## src/design/pdm_pkg.sv

```systemverilog
// constants and types for the power-down mode controller
package pdm_pkg;

    // ****************************************
    // register map (index = printed offset)
    // ****************************************
    localparam logic [15:0] PDM_IDX_STANDBY_CTRL = 16'hFE14;
    localparam logic [15:0] PDM_IDX_STOP_HI = 16'hFE16;
    localparam logic [15:0] PDM_IDX_STOP_LO = 16'hFE17;
    localparam logic [15:0] PDM_IDX_STATUS = 16'hFE18;

    // ****************************************
    // field positions and reset values
    // ****************************************
    localparam int PDM_SW_STANDBY_SELECT_POS = 7;
    localparam int PDM_WAIT_SELECT_HI = 6;
    localparam int PDM_WAIT_SELECT_LO = 4;
    localparam int PDM_TIMER_STOP_POS = 4;
    localparam int PDM_SERIAL_STOP_POS = 7;
    localparam int PDM_USB_STOP_POS = 4;
    localparam logic [7:0] PDM_STANDBY_CTRL_RST = 8'h00;
    localparam logic [7:0] PDM_STOP_HI_RST = 8'h3F;
    localparam logic [7:0] PDM_STOP_LO_RST = 8'hFF;

    // ****************************************
    // wait select codes and short wait
    // ****************************************
    localparam logic [2:0] PDM_WAIT_CODE_RSVD = 3'h6;
    localparam logic [2:0] PDM_WAIT_CODE_SHORT = 3'h7;
    localparam logic [18:0] PDM_WAIT_SHORT = 19'h00010;

    // ****************************************
    // operating modes
    // ****************************************
    typedef enum logic [2:0] {
        PDM_RUN = 3'b000,
        PDM_SLEEP = 3'b001,
        PDM_SW_STANDBY = 3'b010,
        PDM_OSC_WAIT = 3'b011,
        PDM_RESET = 3'b100,
        PDM_HW_STANDBY = 3'b101
    } pdm_mode_e;

endpackage

```

## src/design/pdm_top.sv

```systemverilog
// power-down mode controller: sleep, standby, module stop
`timescale 1ns/1ps
`default_nettype none

module pdm_top import pdm_pkg::*; #(
    parameter logic [18:0] WAIT_BASE = 19'h02000 // wait of code 0
) (
    input wire logic clk_i, // 10 MHz clock
    input wire logic rst_i, // synchronous reset
    input wire logic ce_i, // clock enable
    input wire logic cyc_i, // wishbone cycle
    input wire logic stb_i, // wishbone strobe
    input wire logic we_i, // wishbone write
    input wire logic [17:0] adr_i, // byte address
    input wire logic [3:0] sel_i, // byte lanes
    input wire logic [31:0] dat_i, // write data
    output logic [31:0] dat_o, // read data
    output logic ack_o, // acknowledge
    input wire logic sleep_exec_i, // cpu runs sleep instruction
    input wire logic int_req_i, // enabled interrupt pending
    input wire logic cpu_mask_i, // cpu masks non-nmi
    input wire logic nmi_i, // nmi pin event
    input wire logic [7:0] irq_pin_i, // external irq pins
    input wire logic [7:0] irq_en_i, // irq enable bits
    input wire logic usb_suspend_resume_irq_i, // usb wake request
    input wire logic reset_input_pin_n_i, // reset pin
    input wire logic hw_standby_pin_n_i, // standby pin
    output logic cpu_halt_o, // cpu stopped
    output logic cpu_reset_o, // chip held in reset
    output logic periph_run_o, // peripheral clocks on
    output logic osc_en_o, // oscillator running
    output logic chip_clk_en_o, // clocks supplied to chip
    output logic io_hiz_o, // ports high impedance
    output logic serial_reset_o, // serial unit reset
    output logic timer_stop_o, // timer stopped
    output logic serial_stop_o, // serial unit stopped
    output logic usb_stop_o, // usb unit stopped
    output logic int_exception_o, // start interrupt handling
    output logic reset_exception_o, // start reset handling
    output logic [2:0] mode_o // current mode
);

    // ****************************************
    // state
    // ****************************************
    typedef struct packed {
        logic [1:0] rst_sync;
        logic [1:0] hws_sync;
        logic [1:0] nmi_sync;
        logic [7:0] irq_s1;
        logic [7:0] irq_s2;
        pdm_mode_e mode;
        logic [18:0] cnt;
        logic [18:0] target;
        logic [7:0] standby_ctrl_reg;
        logic [7:0] stop_hi;
        logic [7:0] stop_lo;
        logic ack;
        logic [31:0] rdata;
        logic cpu_halt;
        logic cpu_reset;
        logic periph_run;
        logic osc_en;
        logic chip_clk;
        logic io_hiz;
        logic serial_reset;
        logic int_exc;
        logic rst_exc;
    } pdm_state_s;

    pdm_state_s q;
    pdm_state_s next_q;

    // ****************************************
    // wait select decode
    // ****************************************
    // each long code doubles the wait of the one below it
    // reserved code falls back to the longest wait
    function automatic logic [18:0] wait_len(input logic [2:0] code);
        case (code)
            3'h0: wait_len = WAIT_BASE;
            3'h1: wait_len = WAIT_BASE << 3'h1;
            3'h2: wait_len = WAIT_BASE << 3'h2;
            3'h3: wait_len = WAIT_BASE << 3'h3;
            3'h4: wait_len = WAIT_BASE << 3'h4;
            3'h5: wait_len = WAIT_BASE << 3'h5;
            PDM_WAIT_CODE_RSVD: wait_len = WAIT_BASE << 3'h5;
            PDM_WAIT_CODE_SHORT: wait_len = PDM_WAIT_SHORT;
            default: wait_len = WAIT_BASE << 3'h5;
        endcase
    endfunction

    logic rst_pin;
    logic hws_pin;
    logic nmi_ev;
    logic sleep_wake;
    logic hw_standby_pin_n_wake;
    logic bus_req;
    logic [15:0] idx;
    logic in_reset;

    always_comb begin
        rst_pin = q.rst_sync[1];
        hws_pin = q.hws_sync[1];
        nmi_ev = q.nmi_sync[1];
        sleep_wake = nmi_ev | (int_req_i & ~cpu_mask_i);
        hw_standby_pin_n_wake = nmi_ev | (~cpu_mask_i & ((|(q.irq_s2 & irq_en_i))
            | usb_suspend_resume_irq_i));
        bus_req = cyc_i & stb_i & ~q.ack;
        idx = adr_i[17:2];
        in_reset = (q.mode == PDM_RESET) | (q.mode == PDM_HW_STANDBY);
    end

    // ****************************************
    // next state
    // ****************************************
    always_comb begin
        next_q = q;
        next_q.rst_sync = {q.rst_sync[0], reset_input_pin_n_i};
        next_q.hws_sync = {q.hws_sync[0], hw_standby_pin_n_i};
        next_q.nmi_sync = {q.nmi_sync[0], nmi_i};
        next_q.irq_s1 = irq_pin_i;
        next_q.irq_s2 = q.irq_s1;
        next_q.int_exc = 1'b0;
        next_q.rst_exc = 1'b0;
        next_q.ack = bus_req;

        // mode sequencing
        if (!hws_pin) begin
            next_q.mode = PDM_HW_STANDBY;
        end else if (!rst_pin) begin
            next_q.mode = PDM_RESET;
        end else begin
            case (q.mode)
                PDM_RUN: begin
                    if (sleep_exec_i) begin
                        if (q.standby_ctrl_reg[PDM_SW_STANDBY_SELECT_POS]) begin
                            next_q.mode = PDM_SW_STANDBY;
                        end else begin
                            next_q.mode = PDM_SLEEP;
                        end
                    end
                end
                PDM_SLEEP: begin
                    if (sleep_wake) begin
                        next_q.mode = PDM_RUN;
                        next_q.int_exc = 1'b1;
                    end
                end
                PDM_SW_STANDBY: begin
                    if (hw_standby_pin_n_wake) begin
                        next_q.mode = PDM_OSC_WAIT;
                        next_q.cnt = 19'h00000;
                        next_q.target = wait_len(
                            q.standby_ctrl_reg[PDM_WAIT_SELECT_HI:
                                PDM_WAIT_SELECT_LO]);
                    end
                end
                PDM_OSC_WAIT: begin
                    if (q.cnt == q.target - 19'h00001) begin
                        next_q.mode = PDM_RUN;
                        next_q.int_exc = 1'b1;
                    end else begin
                        next_q.cnt = q.cnt + 19'h00001;
                    end
                end
                PDM_RESET, PDM_HW_STANDBY: begin
                    next_q.mode = PDM_RUN;
                    next_q.rst_exc = (q.mode == PDM_RESET);
                end
                default: next_q.mode = PDM_RUN;
            endcase
        end

        // register access, write takes effect with the answer
        next_q.rdata = 32'h00000000;
        if (bus_req) begin
            case (idx)
                PDM_IDX_STANDBY_CTRL: begin
                    next_q.rdata = {24'h000000, q.standby_ctrl_reg};
                    if (we_i && sel_i[0]) begin
                        next_q.standby_ctrl_reg = dat_i[7:0];
                    end
                end
                PDM_IDX_STOP_HI: begin
                    next_q.rdata = {24'h000000, q.stop_hi};
                    if (we_i && sel_i[0]) begin
                        next_q.stop_hi = dat_i[7:0];
                    end
                end
                PDM_IDX_STOP_LO: begin
                    next_q.rdata = {24'h000000, q.stop_lo};
                    if (we_i && sel_i[0]) begin
                        next_q.stop_lo = dat_i[7:0];
                    end
                end
                PDM_IDX_STATUS: next_q.rdata = {29'h00000000, q.mode};
                default: next_q.rdata = 32'h00000000;
            endcase
        end

        // reset and hardware standby reinitialise the controls
        if (in_reset) begin
            next_q.standby_ctrl_reg = PDM_STANDBY_CTRL_RST;
            next_q.stop_hi = PDM_STOP_HI_RST;
            next_q.stop_lo = PDM_STOP_LO_RST;
        end

        // registered outputs from the next mode, serial reset also from the next serial stop bit
        next_q.cpu_halt = (next_q.mode == PDM_SLEEP)
            | (next_q.mode == PDM_SW_STANDBY)
            | (next_q.mode == PDM_OSC_WAIT);
        next_q.cpu_reset = (next_q.mode == PDM_RESET)
            | (next_q.mode == PDM_HW_STANDBY);
        next_q.periph_run = (next_q.mode == PDM_RUN)
            | (next_q.mode == PDM_SLEEP);
        next_q.osc_en = (next_q.mode != PDM_SW_STANDBY)
            & (next_q.mode != PDM_HW_STANDBY);
        next_q.chip_clk = (next_q.mode == PDM_RUN)
            | (next_q.mode == PDM_SLEEP)
            | (next_q.mode == PDM_RESET);
        next_q.io_hiz = (next_q.mode == PDM_HW_STANDBY);
        next_q.serial_reset = next_q.cpu_reset
            | (next_q.mode == PDM_SW_STANDBY)
            | next_q.stop_lo[PDM_SERIAL_STOP_POS];
    end

    // ****************************************
    // state register
    // ****************************************
    always_ff @(posedge clk_i) begin
        if (rst_i) begin
            q <= '0;
            q.rst_sync <= 2'h3;
            q.hws_sync <= 2'h3;
            q.mode <= PDM_RESET;
            q.standby_ctrl_reg <= PDM_STANDBY_CTRL_RST;
            q.stop_hi <= PDM_STOP_HI_RST;
            q.stop_lo <= PDM_STOP_LO_RST;
            q.cpu_reset <= 1'b1;
            q.osc_en <= 1'b1;
            q.chip_clk <= 1'b1;
            q.serial_reset <= 1'b1;
        end else if (ce_i) begin
            q <= next_q;
        end
    end

    // ****************************************
    // outputs
    // ****************************************
    always_comb begin
        dat_o = q.rdata;
        ack_o = q.ack;
        cpu_halt_o = q.cpu_halt;
        cpu_reset_o = q.cpu_reset;
        periph_run_o = q.periph_run;
        osc_en_o = q.osc_en;
        chip_clk_en_o = q.chip_clk;
        io_hiz_o = q.io_hiz;
        serial_reset_o = q.serial_reset;
        // stop outputs come straight from the stop register bits
        timer_stop_o = q.stop_hi[PDM_TIMER_STOP_POS];
        serial_stop_o = q.stop_lo[PDM_SERIAL_STOP_POS];
        usb_stop_o = q.stop_lo[PDM_USB_STOP_POS];
        int_exception_o = q.int_exc;
        reset_exception_o = q.rst_exc;
        mode_o = q.mode;
    end

endmodule

`default_nettype wire

```

## config.mk

```make
export PLATFORM = sky130hd
export DESIGN_NAME = pdm_top
export DESIGN_NICKNAME = d
export VERILOG_FILES = /design/src/design/pdm_pkg.sv /design/src/design/pdm_top.sv
export SDC_FILE = /design/constraint.sdc
export NUM_CORES = 1
export LEC_CHECK = 0
export BUFFER_PORTS_ARGS = -buffer_cell sky130_fd_sc_hd__buf_2
export CORE_ASPECT_RATIO = 0.6
export CORE_MARGIN = 1
export CORE_UTILIZATION = 31
export DETAILED_ROUTE_END_ITERATION = 16
export PLACE_DENSITY = 0.52
export SYNTH_ARGS = -nofsm -noshare
export SYNTH_HDL_FRONTEND = slang
export SYNTH_SLANG_ARGS = --single-unit
export TNS_END_PERCENT = 100
```

## constraint.sdc

```tcl
create_clock -name clk_i -period 3 [get_ports clk_i]
set_input_delay 0.45 -clock clk_i [delete_from_list [all_inputs] [get_ports clk_i]]
set_output_delay 0.45 -clock clk_i [all_outputs]
set_load 0.05 [all_outputs]
```

==> summary.txt, run 1 <==
Design Power = 2.864 mW
post_cts resized = 0
fraction of registers with async set/reset = 0%
VDD IR max = 0.0002795 V
status = finished clean
worst-path fanout max = 6
final WL = 12990 µm
post-cts hold buffer count = 0
IO buf count = 77
Synth Flop Type = dfxtp_1
Layout fillers = 1611
leakage power = 2.268 nW
mean routed wirelength per cell = 15.54 µm
largest net degree at the start of global routing = 44
power per cell area = 497.0 mW/mm²
Antenna Cells = 0
placed cell count = 821
Tightest Pin Transition = 0.8256 ns
die height = 100.9 µm
worst hold path class = input port to flip-flop
Yosys reg bits = 100
Synth cell types = 68
sequential-to-total area share from yosys stat = 39.60%
Layout Nets = 714
fin cells = 836
Peak Freq = 376.3 MHz
CTS Sinks = 100
CP Data Required Time = 3.22 ns
synth top area cells = dfxtp_1 40%, buf_4 5.2%, mux2i_1 5.0%
Synth warnings = 0
unrepaired setup endpoints after global routing = false
clock root cell = clkbuf_16
Rel. slew slack = 44.96%
DRT Pass-1 Iters = 5
P&R area growth vs syn = 13.99%
Startpoint Class = flip-flop
EDFF count, synth = 0
Final Critical Period = 2.657 ns
Critical Setup Path Class = flip-flop to flip-flop
# DRC = 0
Avg Inst Size Synth = 8.837 µm²
initial core utilization = 32.33%
routed vias = 4344
Final Skew = 0.01415 ns
io pins = 131
Setup TNS = 0 ns
max-slew violation count = 0
layout cell share with drive strength beyond 1 = 21.01%
total gr overflow = 0
GR Util All Layers = 15.93%
Final Hold Fails = 0
vias in the first global route = 3962
via density per instance = 5.196
Max Cap Viol = 0
worst skew pair latency = 0.35 ns
CTS tree = built
Critical Path AT = 2.87 ns
initial antenna violation count = 0
Post-DRT Antenna Nets = 0
crit share post-route = 88.58%
Synth Instances = 572
Bufs on Longest Clock Path = 2
nature of the critical path endpoint = flip-flop
Mapped Area = 0.005055 mm²
Hold Slack = 0.3207 ns
Synth top area share = 39.60%
Post-CTS Setup Inserts = 0
H-tree depth = 3
Rows = 35
Reg clk slew, reported paths = 0.07 ns
Iteration-0 DRC Markers = 367
core outline area = 0.01563 mm²
cell taking the most area after synthesis = dfxtp_1
multi-input combinational cell area = 0.002663 mm²
Final Wtd Congestion = 0.8438
placed cell area = 0.005479 mm²
die width = 166.9 µm
TritonCTS Buffers = 9
register area = 0.002002 mm²
HPWL after DPL = 9816 µm
cell area after layout = 0.005762 mm²
global-route wire length before repair = 20920 µm
die area = 0.01684 mm²
final setup fails = 0
[metrics by stage]
step | utilization, % | setup WS [ns]
global route | 36.85 | 0.1202
floorplan | - | 0.5083
global placement | 35.05 | 0.3362
CTS | 36.85 | 0.3122
detailed placement | 35.05 | 0.2914
finish | 36.85 | 0.3426
[metal layers]
metal	up-vias	wire (µm)	track usage, %
li1	2156	-	-
met1	2023	6941	24.05
met2	150	4921	22.01
met3	15	1030	4.319
met4	0	100	3.348
met5	-	0	0
[sequential cells by signal, summed over array words and instances (netlist names), named ones only]
register           flops
q                     56
next_q                11
dat_o                  8
mode_o                 3
ack_o                  1
chip_clk_en_o          1
cpu_halt_o             1
cpu_reset_o            1
hws_pin                1
int_exception_o        1
io_hiz_o               1
nmi_ev                 1
osc_en_o               1
periph_run_o           1
reset_exception_o      1
serial_reset_o         1
serial_stop_o          1
timer_stop_o           1
usb_stop_o             1
[final cells by class]
cell class                 instances  share of cell area, %
multi-input combinational        415                  46.21
sequential                       100                  34.74
timing repair buffer              91                  8.947
tap                              203                  4.408
clock buffer                       9                  3.909
clock inverter                     6                 0.9989
inverter                          12                 0.7818
[synthesized netlist by cell type, types with 3 or more instances]
library cell and count:
a211o_1 19, a21oi_1 38, a21oi_2 8, a222oi_1 9
a22o_1 3, a2bb2oi_1 5, and2_1 7, and3_1 6
and4_1 5, buf_1 3, buf_4 35, clkbuf_1 23
dfxtp_1 100, inv_1 12, mux2i_1 25, nand2_1 44
nand2b_1 7, nand3_1 20, nand4_1 7, nor2_1 57
nor2b_1 16, nor3_1 9, nor4_1 7, nor4_4 3
o21a_1 4, o21ai_0 6, o21bai_1 3, o22ai_1 3
o2bb2ai_1 3, o31ai_1 14, or3_1 4, or4_1 9
or4_2 5, xnor2_1 3, xor2_1 5
[worst paths after layout]
path / from / to / slack [ns] / cells past startpoint
setup / recovery: q[70]$_SDFFE_PP0P_ / cpu_halt_o$_SDFFE_PP0P_ / 0.34 / 8
setup reg to reg: q[70]$_SDFFE_PP0P_ / cpu_halt_o$_SDFFE_PP0P_ / 0.34 / 8
hold / removal: hw_standby_pin_n_i / next_q[126]$_SDFFE_PP1P_ / 0.32 / 2
hold reg to reg: flip-flop / q[82]$_SDFFE_PP0P_ / 0.45 / 2
[layout by cell type (no fill, tap or decap), types with 4 or more instances in the layout]
cell type  instances
nand2b_1           7
o21ai_0            6
nor4_1             7
nand2_1           44
nand3_1           20
or3_1              4
or4_1              9
and3_1             6
a211o_1           19
clkbuf_16          9
conb_1            24
and2_1             7
mux2i_1           25
nor2b_1           16
or4_2              5
a222oi_1           9
inv_1             12
nor3_1             9
buf_2             77
and4_1             5
buf_4             12
a21oi_2            8
a21oi_1           38
nand4_1            7
o21a_1             4
xor2_1             5
o31ai_1           14
a2bb2oi_1          5
nor2_1            57
dfxtp_1          100
[power breakdown]
part / total, mW / internal, mW / leakage (nW) / switching, mW
clock: 1.12 / 0.577 / 0.140 / 0.540
combinational: 0.353 / 0.104 / 1.31 / 0.249
sequential: 1.39 / 1.37 / 0.814 / 0.0268
total: 2.86 / 2.05 / 2.27 / 0.816
[cells by family (layout without fill, tap and decap cells)]
kind of cell | Yosys count | in the layout | share of synthesized area, %
simple gates | 221 | 221 | 24.23
compound gates | 135 | 135 | 19.83
flops | 100 | 100 | 39.60
buf+inv | 80 | 118 | 9.430
mux | 25 | 25 | 4.950
xor+xnor | 8 | 8 | 1.386
fa+ha+maj | 2 | 2 | 0.4950
other cells | 1 | 24 | 0.07419
[worst max-delay path, stage by stage, from the launching register on]
cell	delay, ns
dfxtp_1	0.50
inv_1	0.08
ha_1	0.31
xor2_1	0.16
nand3_1	0.10
or4b_4	0.57
or3_4	0.41
o21ai_0	0.27
a311oi_1	0.13
No activity file was read; power rests on OpenSTA's default activity.
==> run 2: changes to the inputs <==
--- a/config.mk
+++ b/config.mk
@@ -9,8 +9,9 @@
 export CORE_ASPECT_RATIO = 0.6
 export CORE_MARGIN = 1
 export CORE_UTILIZATION = 31
+export CTS_CLUSTER_DIAMETER = 60
 export DETAILED_ROUTE_END_ITERATION = 16
-export PLACE_DENSITY = 0.52
+export PLACE_DENSITY = 0.59
 export SYNTH_ARGS = -nofsm -noshare
 export SYNTH_HDL_FRONTEND = slang
 export SYNTH_SLANG_ARGS = --single-unit
==> summary.txt, run 2 (synthesis gave the netlist of run 1 again) <==
register area = 0.002002 mm² (unchanged)
max-slew violation count = 0 (unchanged)
TritonCTS Buffers = 9 (unchanged)
power per cell area = 505.9 mW/mm² (+1.8%)
Largest Register = q
worst-path fanout max = 33 (+27)
routed vias = 4395 (+1.2%)
Bufs on Longest Clock Path = 2 (unchanged)
Layout Nets = 713 (-0.14%)
initial antenna violation count = 0 (unchanged)
Peak Freq = 394.3 MHz (+4.8%)
largest net degree at the start of global routing = 44 (unchanged)
total gr overflow = 0 (unchanged)
min-delay src = hw_standby_pin_n_i
P_sw = 835.6 µW (+2.4%)
Rel. slew slack = 48.56% (+3.6 points)
IO buf count = 77 (unchanged)
via density per instance = 5.257 (+1.2%)
die area = 0.01684 mm² (unchanged)
post-cts hold buffer count = 0 (unchanged)
max reg flops = 56 (unchanged)
H-tree depth = 3 (unchanged)
leakage power = 2.260 nW (-0.35%)
Worst R2R Start = q[79]$_SDFFE_PP0P_
io pins = 131 (unchanged)
crit share post-route = 84.55% (-4.0 points)
P&R area growth vs syn = 13.59%
launch point of the critical path = q[79]$_SDFFE_PP0P_
Logic pwr share = 11.9% (-0.4 points)
global-route wire length before repair = 20820 µm (-0.49%)
Final Wtd Congestion = 0.8693 (+3.0%)
clock root cell = clkbuf_16
post_cts resized = 0 (unchanged)
VDD IR max = 0.0002578 V (-7.8%)
Tightest Pin Transition = 0.7636 ns (-0.06197 ns)
final setup fails = 0 (unchanged)
Post-DRT Antenna Nets = 0 (unchanged)
multi-input combinational cell area = 0.002663 mm² (unchanged)
worst hold path class = input port to flip-flop
Final Critical Period = 2.536 ns (-0.1210 ns)
worst skew pair latency = 0.35 ns (about the same)
final core utilization = 36.73% (-0.13 points)
CTS tree = built
Clk pwr share = 40.0% (+1.0 points)
final WL = 13000 µm (about the same)
status = finished clean
GR Util All Layers = 15.81% (-0.12 points)
Final Hold Fails = 0 (unchanged)
Critical Setup Path Class = flip-flop to flip-flop
Rows = 35 (unchanged)
Antenna Cells = 0 (unchanged)
initial core utilization = 32.33% (unchanged)
die width = 166.9 µm (unchanged)
core outline area = 0.01563 mm² (unchanged)
mean routed wirelength per cell = 15.55 µm (about the same)
unrepaired setup endpoints after global routing = false
# DRC = 0 (unchanged)
DRT Pass-1 Iters = 7 (+2)
internal power component = 2.069 mW (+1.0%)
Startpoint Class = flip-flop
Post-CTS Setup Inserts = 0 (unchanged)
Reg clk slew, reported paths = 0.07 ns (about the same)
Layout fillers = 1585 (-1.6%)
nature of the critical path endpoint = flip-flop
Setup TNS = 0 ns (unchanged)
layout cell share with drive strength beyond 1 = 21.01% (unchanged)
die height = 100.9 µm (unchanged)
most common cell after layout, fill and taps aside = dfxtp_1
CTS Sinks = 100 (unchanged)
part of the power in registers = 48.1% (-0.5 points)
vias in the first global route = 4005 (+1.1%)
sw frac = 28.76% (+0.28 points)
HPWL after DPL = 9654 µm (-1.7%)
Final Skew = 0.01006 ns (-0.004091 ns)
Critical Path AT = 2.75 ns (-0.12 ns)
Max Cap Viol = 0 (unchanged)
commonest non-fill, non-tap cells in the layout = 100 x dfxtp_1, 77 x buf_2, 57 x nor2_1
CP Data Required Time = 3.22 ns (about the same)
Iteration-0 DRC Markers = 534 (+46%)
run 2: changes by cell type in the layout (fill, tap and decap cells not counted), sizes merged:
cell | previous run | this run
clkinvlp | 0 | 1
clkbuf | 9 | 10
buf | 91 | 90
clkinv | 3 | 2
run 2: routing by layer:
metal	up-vias	global-route usage, %	wire length, µm
li1	2147	-	-
met1	2067	21.83	6465
met2	164	23.17	5345
met3	17	4.829	1006
met4	0	5.413	183
met5	-	0	0
run 2: worst paths after layout:
kind / to / slack, ns / depth (start not counted)
setup reg to reg: q[103]$_SDFFE_PP0P_ / 0.46 / 9
hold reg to reg: q[82]$_SDFFE_PP0P_ / 0.45 / 2
hold / removal: next_q[126]$_SDFFE_PP1P_ / 0.31 / 2
setup / recovery: q[103]$_SDFFE_PP0P_ / 0.46 / 9
run 2: cell type report:
cell class	instances	share of cell area, %
Clock inverter	6	0.9806
Sequential cell	100	34.87
Clock buffer	10	4.162
Timing Repair Buffer	90	8.411
Multi-Input combinational cell	415	46.37
Inverter	12	0.7845
Tap cell	203	4.424
run 2: worst max-delay path, cell delays in order, from the launching register on:
cell	delay, ns
dfxtp_1	0.40
inv_1	0.06
ha_1	0.29
xor2_1	0.15
nand3_1	0.09
or4b_4	0.57
nor4_4	0.21
buf_4	0.34
nor4_1	0.14
mux2i_1	0.14
run 2: power groups by stage:
| stage | logic (mW) | clock network, mW | registers, mW |
|---|---|---|---|
| after floorplan | 0.249 | 0 | 1.45 |
| after global placement | 0.338 | 0 | 1.42 |
| after detailed placement | 0.344 | 0 | 1.43 |
| after CTS | 0.345 | 1.19 | 1.40 |
| after global routing | 0.373 | 1.25 | 1.40 |
| final | 0.346 | 1.16 | 1.40 |
run 2: through the flow:
stage          cells  total power [mW]  instance area [µm²]  hold WS [ns]  setup WS, ns
2_1_floorplan    595             1.694                 5141        0.4291        0.5083
3_3_place_gp     820             1.763                 5446        0.4397        0.4459
3_5_place_dp     820             1.770                 5446        0.4411        0.3911
4_1_cts          836             2.931                 5742        0.2997        0.4635
5_1_grt          836             3.025                 5742        0.3020        0.3411
6_report         836             2.905                 5742        0.3099        0.4636
==> run 3: changes to the inputs <==
--- a/config.mk
+++ b/config.mk
@@ -5,13 +5,14 @@
 export SDC_FILE = /design/constraint.sdc
 export NUM_CORES = 1
 export LEC_CHECK = 0
+export ABC_AREA = 1
 export BUFFER_PORTS_ARGS = -buffer_cell sky130_fd_sc_hd__buf_2
 export CORE_ASPECT_RATIO = 0.6
 export CORE_MARGIN = 1
 export CORE_UTILIZATION = 31
 export CTS_CLUSTER_DIAMETER = 60
 export DETAILED_ROUTE_END_ITERATION = 16
-export PLACE_DENSITY = 0.59
+export PLACE_DENSITY = 0.58
 export SYNTH_ARGS = -nofsm -noshare
 export SYNTH_HDL_FRONTEND = slang
 export SYNTH_SLANG_ARGS = --single-unit
==> constraint.sdc (replaced) <==
create_clock -name clk_i -period 2.35 [get_ports clk_i]
set_input_delay 0.3525 -clock clk_i [delete_from_list [all_inputs] [get_ports clk_i]]
set_output_delay 0.3525 -clock clk_i [all_outputs]
set_load 0.05 [all_outputs]
==> summary.txt, run 3 <==
status = finished clean
GR Util All Layers = 16.94% (+1.1 points)
worst skew pair latency = 0.35 ns (about the same)
total gr overflow = 0 (unchanged)
EDFF count, synth = 0 (unchanged)
unrepaired setup endpoints after global routing = false
commonest non-fill, non-tap cells in the layout = 192 x nand2_1, 100 x dfxtp_1, 83 x nor2_1
Post-CTS Setup Inserts = 0 (unchanged)
io pins = 131 (unchanged)
HPWL after DPL = 10290 µm (+6.6%)
vias in the first global route = 4451 (+11%)
final setup fails = 0 (unchanged)
die width = 170.1 µm (+1.9%)
Post-DRT Antenna Nets = 0 (unchanged)
final WL = 13990 µm (+7.6%)
Layout fillers = 1797 (+13%)
Setup TNS = 0 ns (unchanged)
worst-path fanout max = 4 (-88%)
CTS Sinks = 100 (unchanged)
nature of the critical path endpoint = flip-flop
mean routed wirelength per cell = 13.25 µm (-15%)
worst hold path class = input port to flip-flop
setup slack after layout = 0.2570 ns (-0.2067 ns)
H-tree depth = 3 (unchanged)
max-slew violation count = 0 (unchanged)
Largest Register = q
clock root cell = clkbuf_16
sequential-to-total area share from yosys stat = 38.09% (-1.5 points)
# DRC = 0 (unchanged)
DRT Pass-1 Iters = 5 (-2)
IO buf count = 77 (unchanged)
post-synthesis mux area share = 0% (-5.0 points)
Synth Instances = 761 (+33%)
die height = 102.9 µm (+1.9%)
Rel. slew slack = 58.16% (+9.6 points)
Final Wtd Congestion = 0.8627 (-0.76%)
Synth Flop Type = dfxtp_1
via density per instance = 4.646 (-12%)
P&R area growth vs syn = 15.35%
VDD IR max = 0.0003285 V (+27%)
most common cell after layout, fill and taps aside = nand2_1
Setup WS pre-CTS = 0.2882 ns (-0.1028 ns)
Peak Freq = 477.8 MHz (+21%)
leakage power = 2.561 nW (+13%)
Synth cell types = 42 (-38%)
Reg clk slew, reported paths = 0.07 ns (about the same)
Mapped Area = 0.005256 mm² (+4.0%)
core outline area = 0.01640 mm² (+4.9%)
Iteration-0 DRC Markers = 343 (-36%)
placed cell count = 1040 (+27%)
Bufs on Longest Clock Path = 2 (unchanged)
Final Skew = 0.008509 ns (-0.001547 ns)
Compound-Gate Fraction of Synth Area = 13.64% (-6.2 points)
Synth top area share = 38.09% (-1.5 points)
Hold Slack = 0.2121 ns (-0.09783 ns)
post-cts hold buffer count = 0 (unchanged)
top cells by count, synth = 192 x nand2_1, 100 x dfxtp_1, 83 x nor2_1
Rows = 36 (+2.9%)
Final Critical Period = 2.093 ns (-0.4433 ns)
Antenna Cells = 0 (unchanged)
Layout Nets = 908 (+27%)
cell taking the most area after synthesis = dfxtp_1
synth top area cells = dfxtp_1 38%, nand2_1 14%, nor2_1 5.9%
TritonCTS Buffers = 9 (unchanged)
die area = 0.01750 mm² (+3.9%)
power per cell area = 631.8 mW/mm² (+25%)
Yosys reg bits = 100 (unchanged)
Synth Area in Adders = 0.4761% (-0.019 points)
crit share post-route = 89.07% (+4.5 points)
final core utilization = 36.98% (+0.25 points)
largest family of logic cells by synthesized area = simple AND/OR/NAND/NOR gates
max reg flops = 56 (unchanged)
routed vias = 4906 (+12%)
Critical Path AT = 2.33 ns (-0.42 ns)
most common cell in the netlist = nand2_1
CTS tree = built
Tightest Pin Transition = 0.6275 ns (-0.1361 ns)
Synth warnings = 0 (unchanged)
initial core utilization = 32.06% (-0.27 points)
post_cts resized = 0 (unchanged)
CP Data Required Time = 2.59 ns (-0.63 ns)
Startpoint Class = flip-flop
largest net degree at the start of global routing = 48 (+9.1%)
Synth Area in XOR/XNOR = 2.833% (+1.4 points)
fin cells = 1056 (+26%)
fraction of registers with async set/reset = 0% (unchanged)
initial antenna violation count = 0 (unchanged)
layout cell share with drive strength beyond 1 = 17.75% (-3.3 points)
Critical Setup Path Class = flip-flop to flip-flop
Max Cap Viol = 0 (unchanged)
simple-gate share of the synthesized area = 32.23% (+8.0 points)
global-route wire length before repair = 23130 µm (+11%)
Avg Inst Size Synth = 6.907 µm² (-22%)
Final Hold Fails = 0 (unchanged)
## run 3: changes by cell type in the layout (fill, tap and decap cells not counted), sizes merged, moves of 10 or more
| cell | previous run | this run |
|---|---|---|
| a211o | 19 | 0 |
| a21oi | 46 | 58 |
| inv | 15 | 66 |
| mux2i | 25 | 0 |
| nand2 | 45 | 193 |
| nand3 | 20 | 50 |
| nand4 | 7 | 26 |
| nor2 | 57 | 92 |
| nor2b | 16 | 0 |
| o211ai | 1 | 11 |
| o21ai | 8 | 40 |
| o31ai | 15 | 1 |
| or4 | 14 | 0 |
## run 3: cell families after synthesis
group,after synthesis
buffers and inverters,136
flip-flops,100
XOR/XNOR,17
other,1
AO/OA/AOI/OAI,120
adder cells (fa/ha/maj),2
AND/OR/NAND/NOR,385
## run 3: layout make-up
class | instances | area [µm²] | area share [%]
well taps | 228 | 285.3 | 4.705
inverters | 66 | 247.7 | 4.086
clock inverters | 7 | 72.57 | 1.197
flip-flops and latches | 100 | 2002 | 33.02
clock buffers | 9 | 225.2 | 3.714
multi-input cells | 548 | 2675 | 44.12
repair buffers | 98 | 555.5 | 9.162
## run 3: where the power goes
part,total [mW],internal [mW],switching [mW],leakage [nW]
clock network,1.48,0.749,0.732,0.142
logic,0.540,0.144,0.397,1.60
registers,1.81,1.77,0.0389,0.818
## run 3: worst max-delay path, stage by stage, from the launching register on
cell,delay [ns]
dfxtp_1,0.40
inv_2,0.08
ha_1,0.31
inv_1,0.06
nand2_1,0.04
nand2_1,0.06
nand3_1,0.07
nor2_1,0.11
nand2_1,0.11
nor2_4,0.15
nand3_2,0.10
nand2_1,0.11
nand4_1,0.20
nand3_1,0.13
nand2_1,0.07
## run 3: routing by layer
layer | vias to the layer above | track usage (%) | wire length, µm
li1 | 2549 | - | -
met3 | 7 | 4.760 | 1090
met1 | 2206 | 26.03 | 7817
met4 | 0 | 3.326 | 77
met2 | 144 | 22.82 | 5008
met5 | - | 0 | 0
## run 3: worst paths after layout
check	start	slack, ns	cells past startpoint	to
setup reg to reg	q[70]$_SDFFE_PP0P_	0.26	14	serial_reset_o$_SDFFE_PP1P_
hold reg to reg	q[57]$_SDFFE_PP0P_	0.46	2	q[57]$_SDFFE_PP0P_
setup / recovery	q[70]$_SDFFE_PP0P_	0.26	14	serial_reset_o$_SDFFE_PP1P_
hold / removal	hw_standby_pin_n_i	0.21	3	next_q[126]$_SDFFE_PP1P_
## run 3: through the flow
| stage | power, mW | cell area, µm² |
|---|---|---|
| 2_1_floorplan | 2.264 | 5343 |
| 3_3_place_gp | 2.383 | 5766 |
| 3_5_place_dp | 2.385 | 5766 |
| 4_1_cts | 3.875 | 6063 |
| 5_1_grt | 4.025 | 6063 |
| 6_report | 3.831 | 6063 |
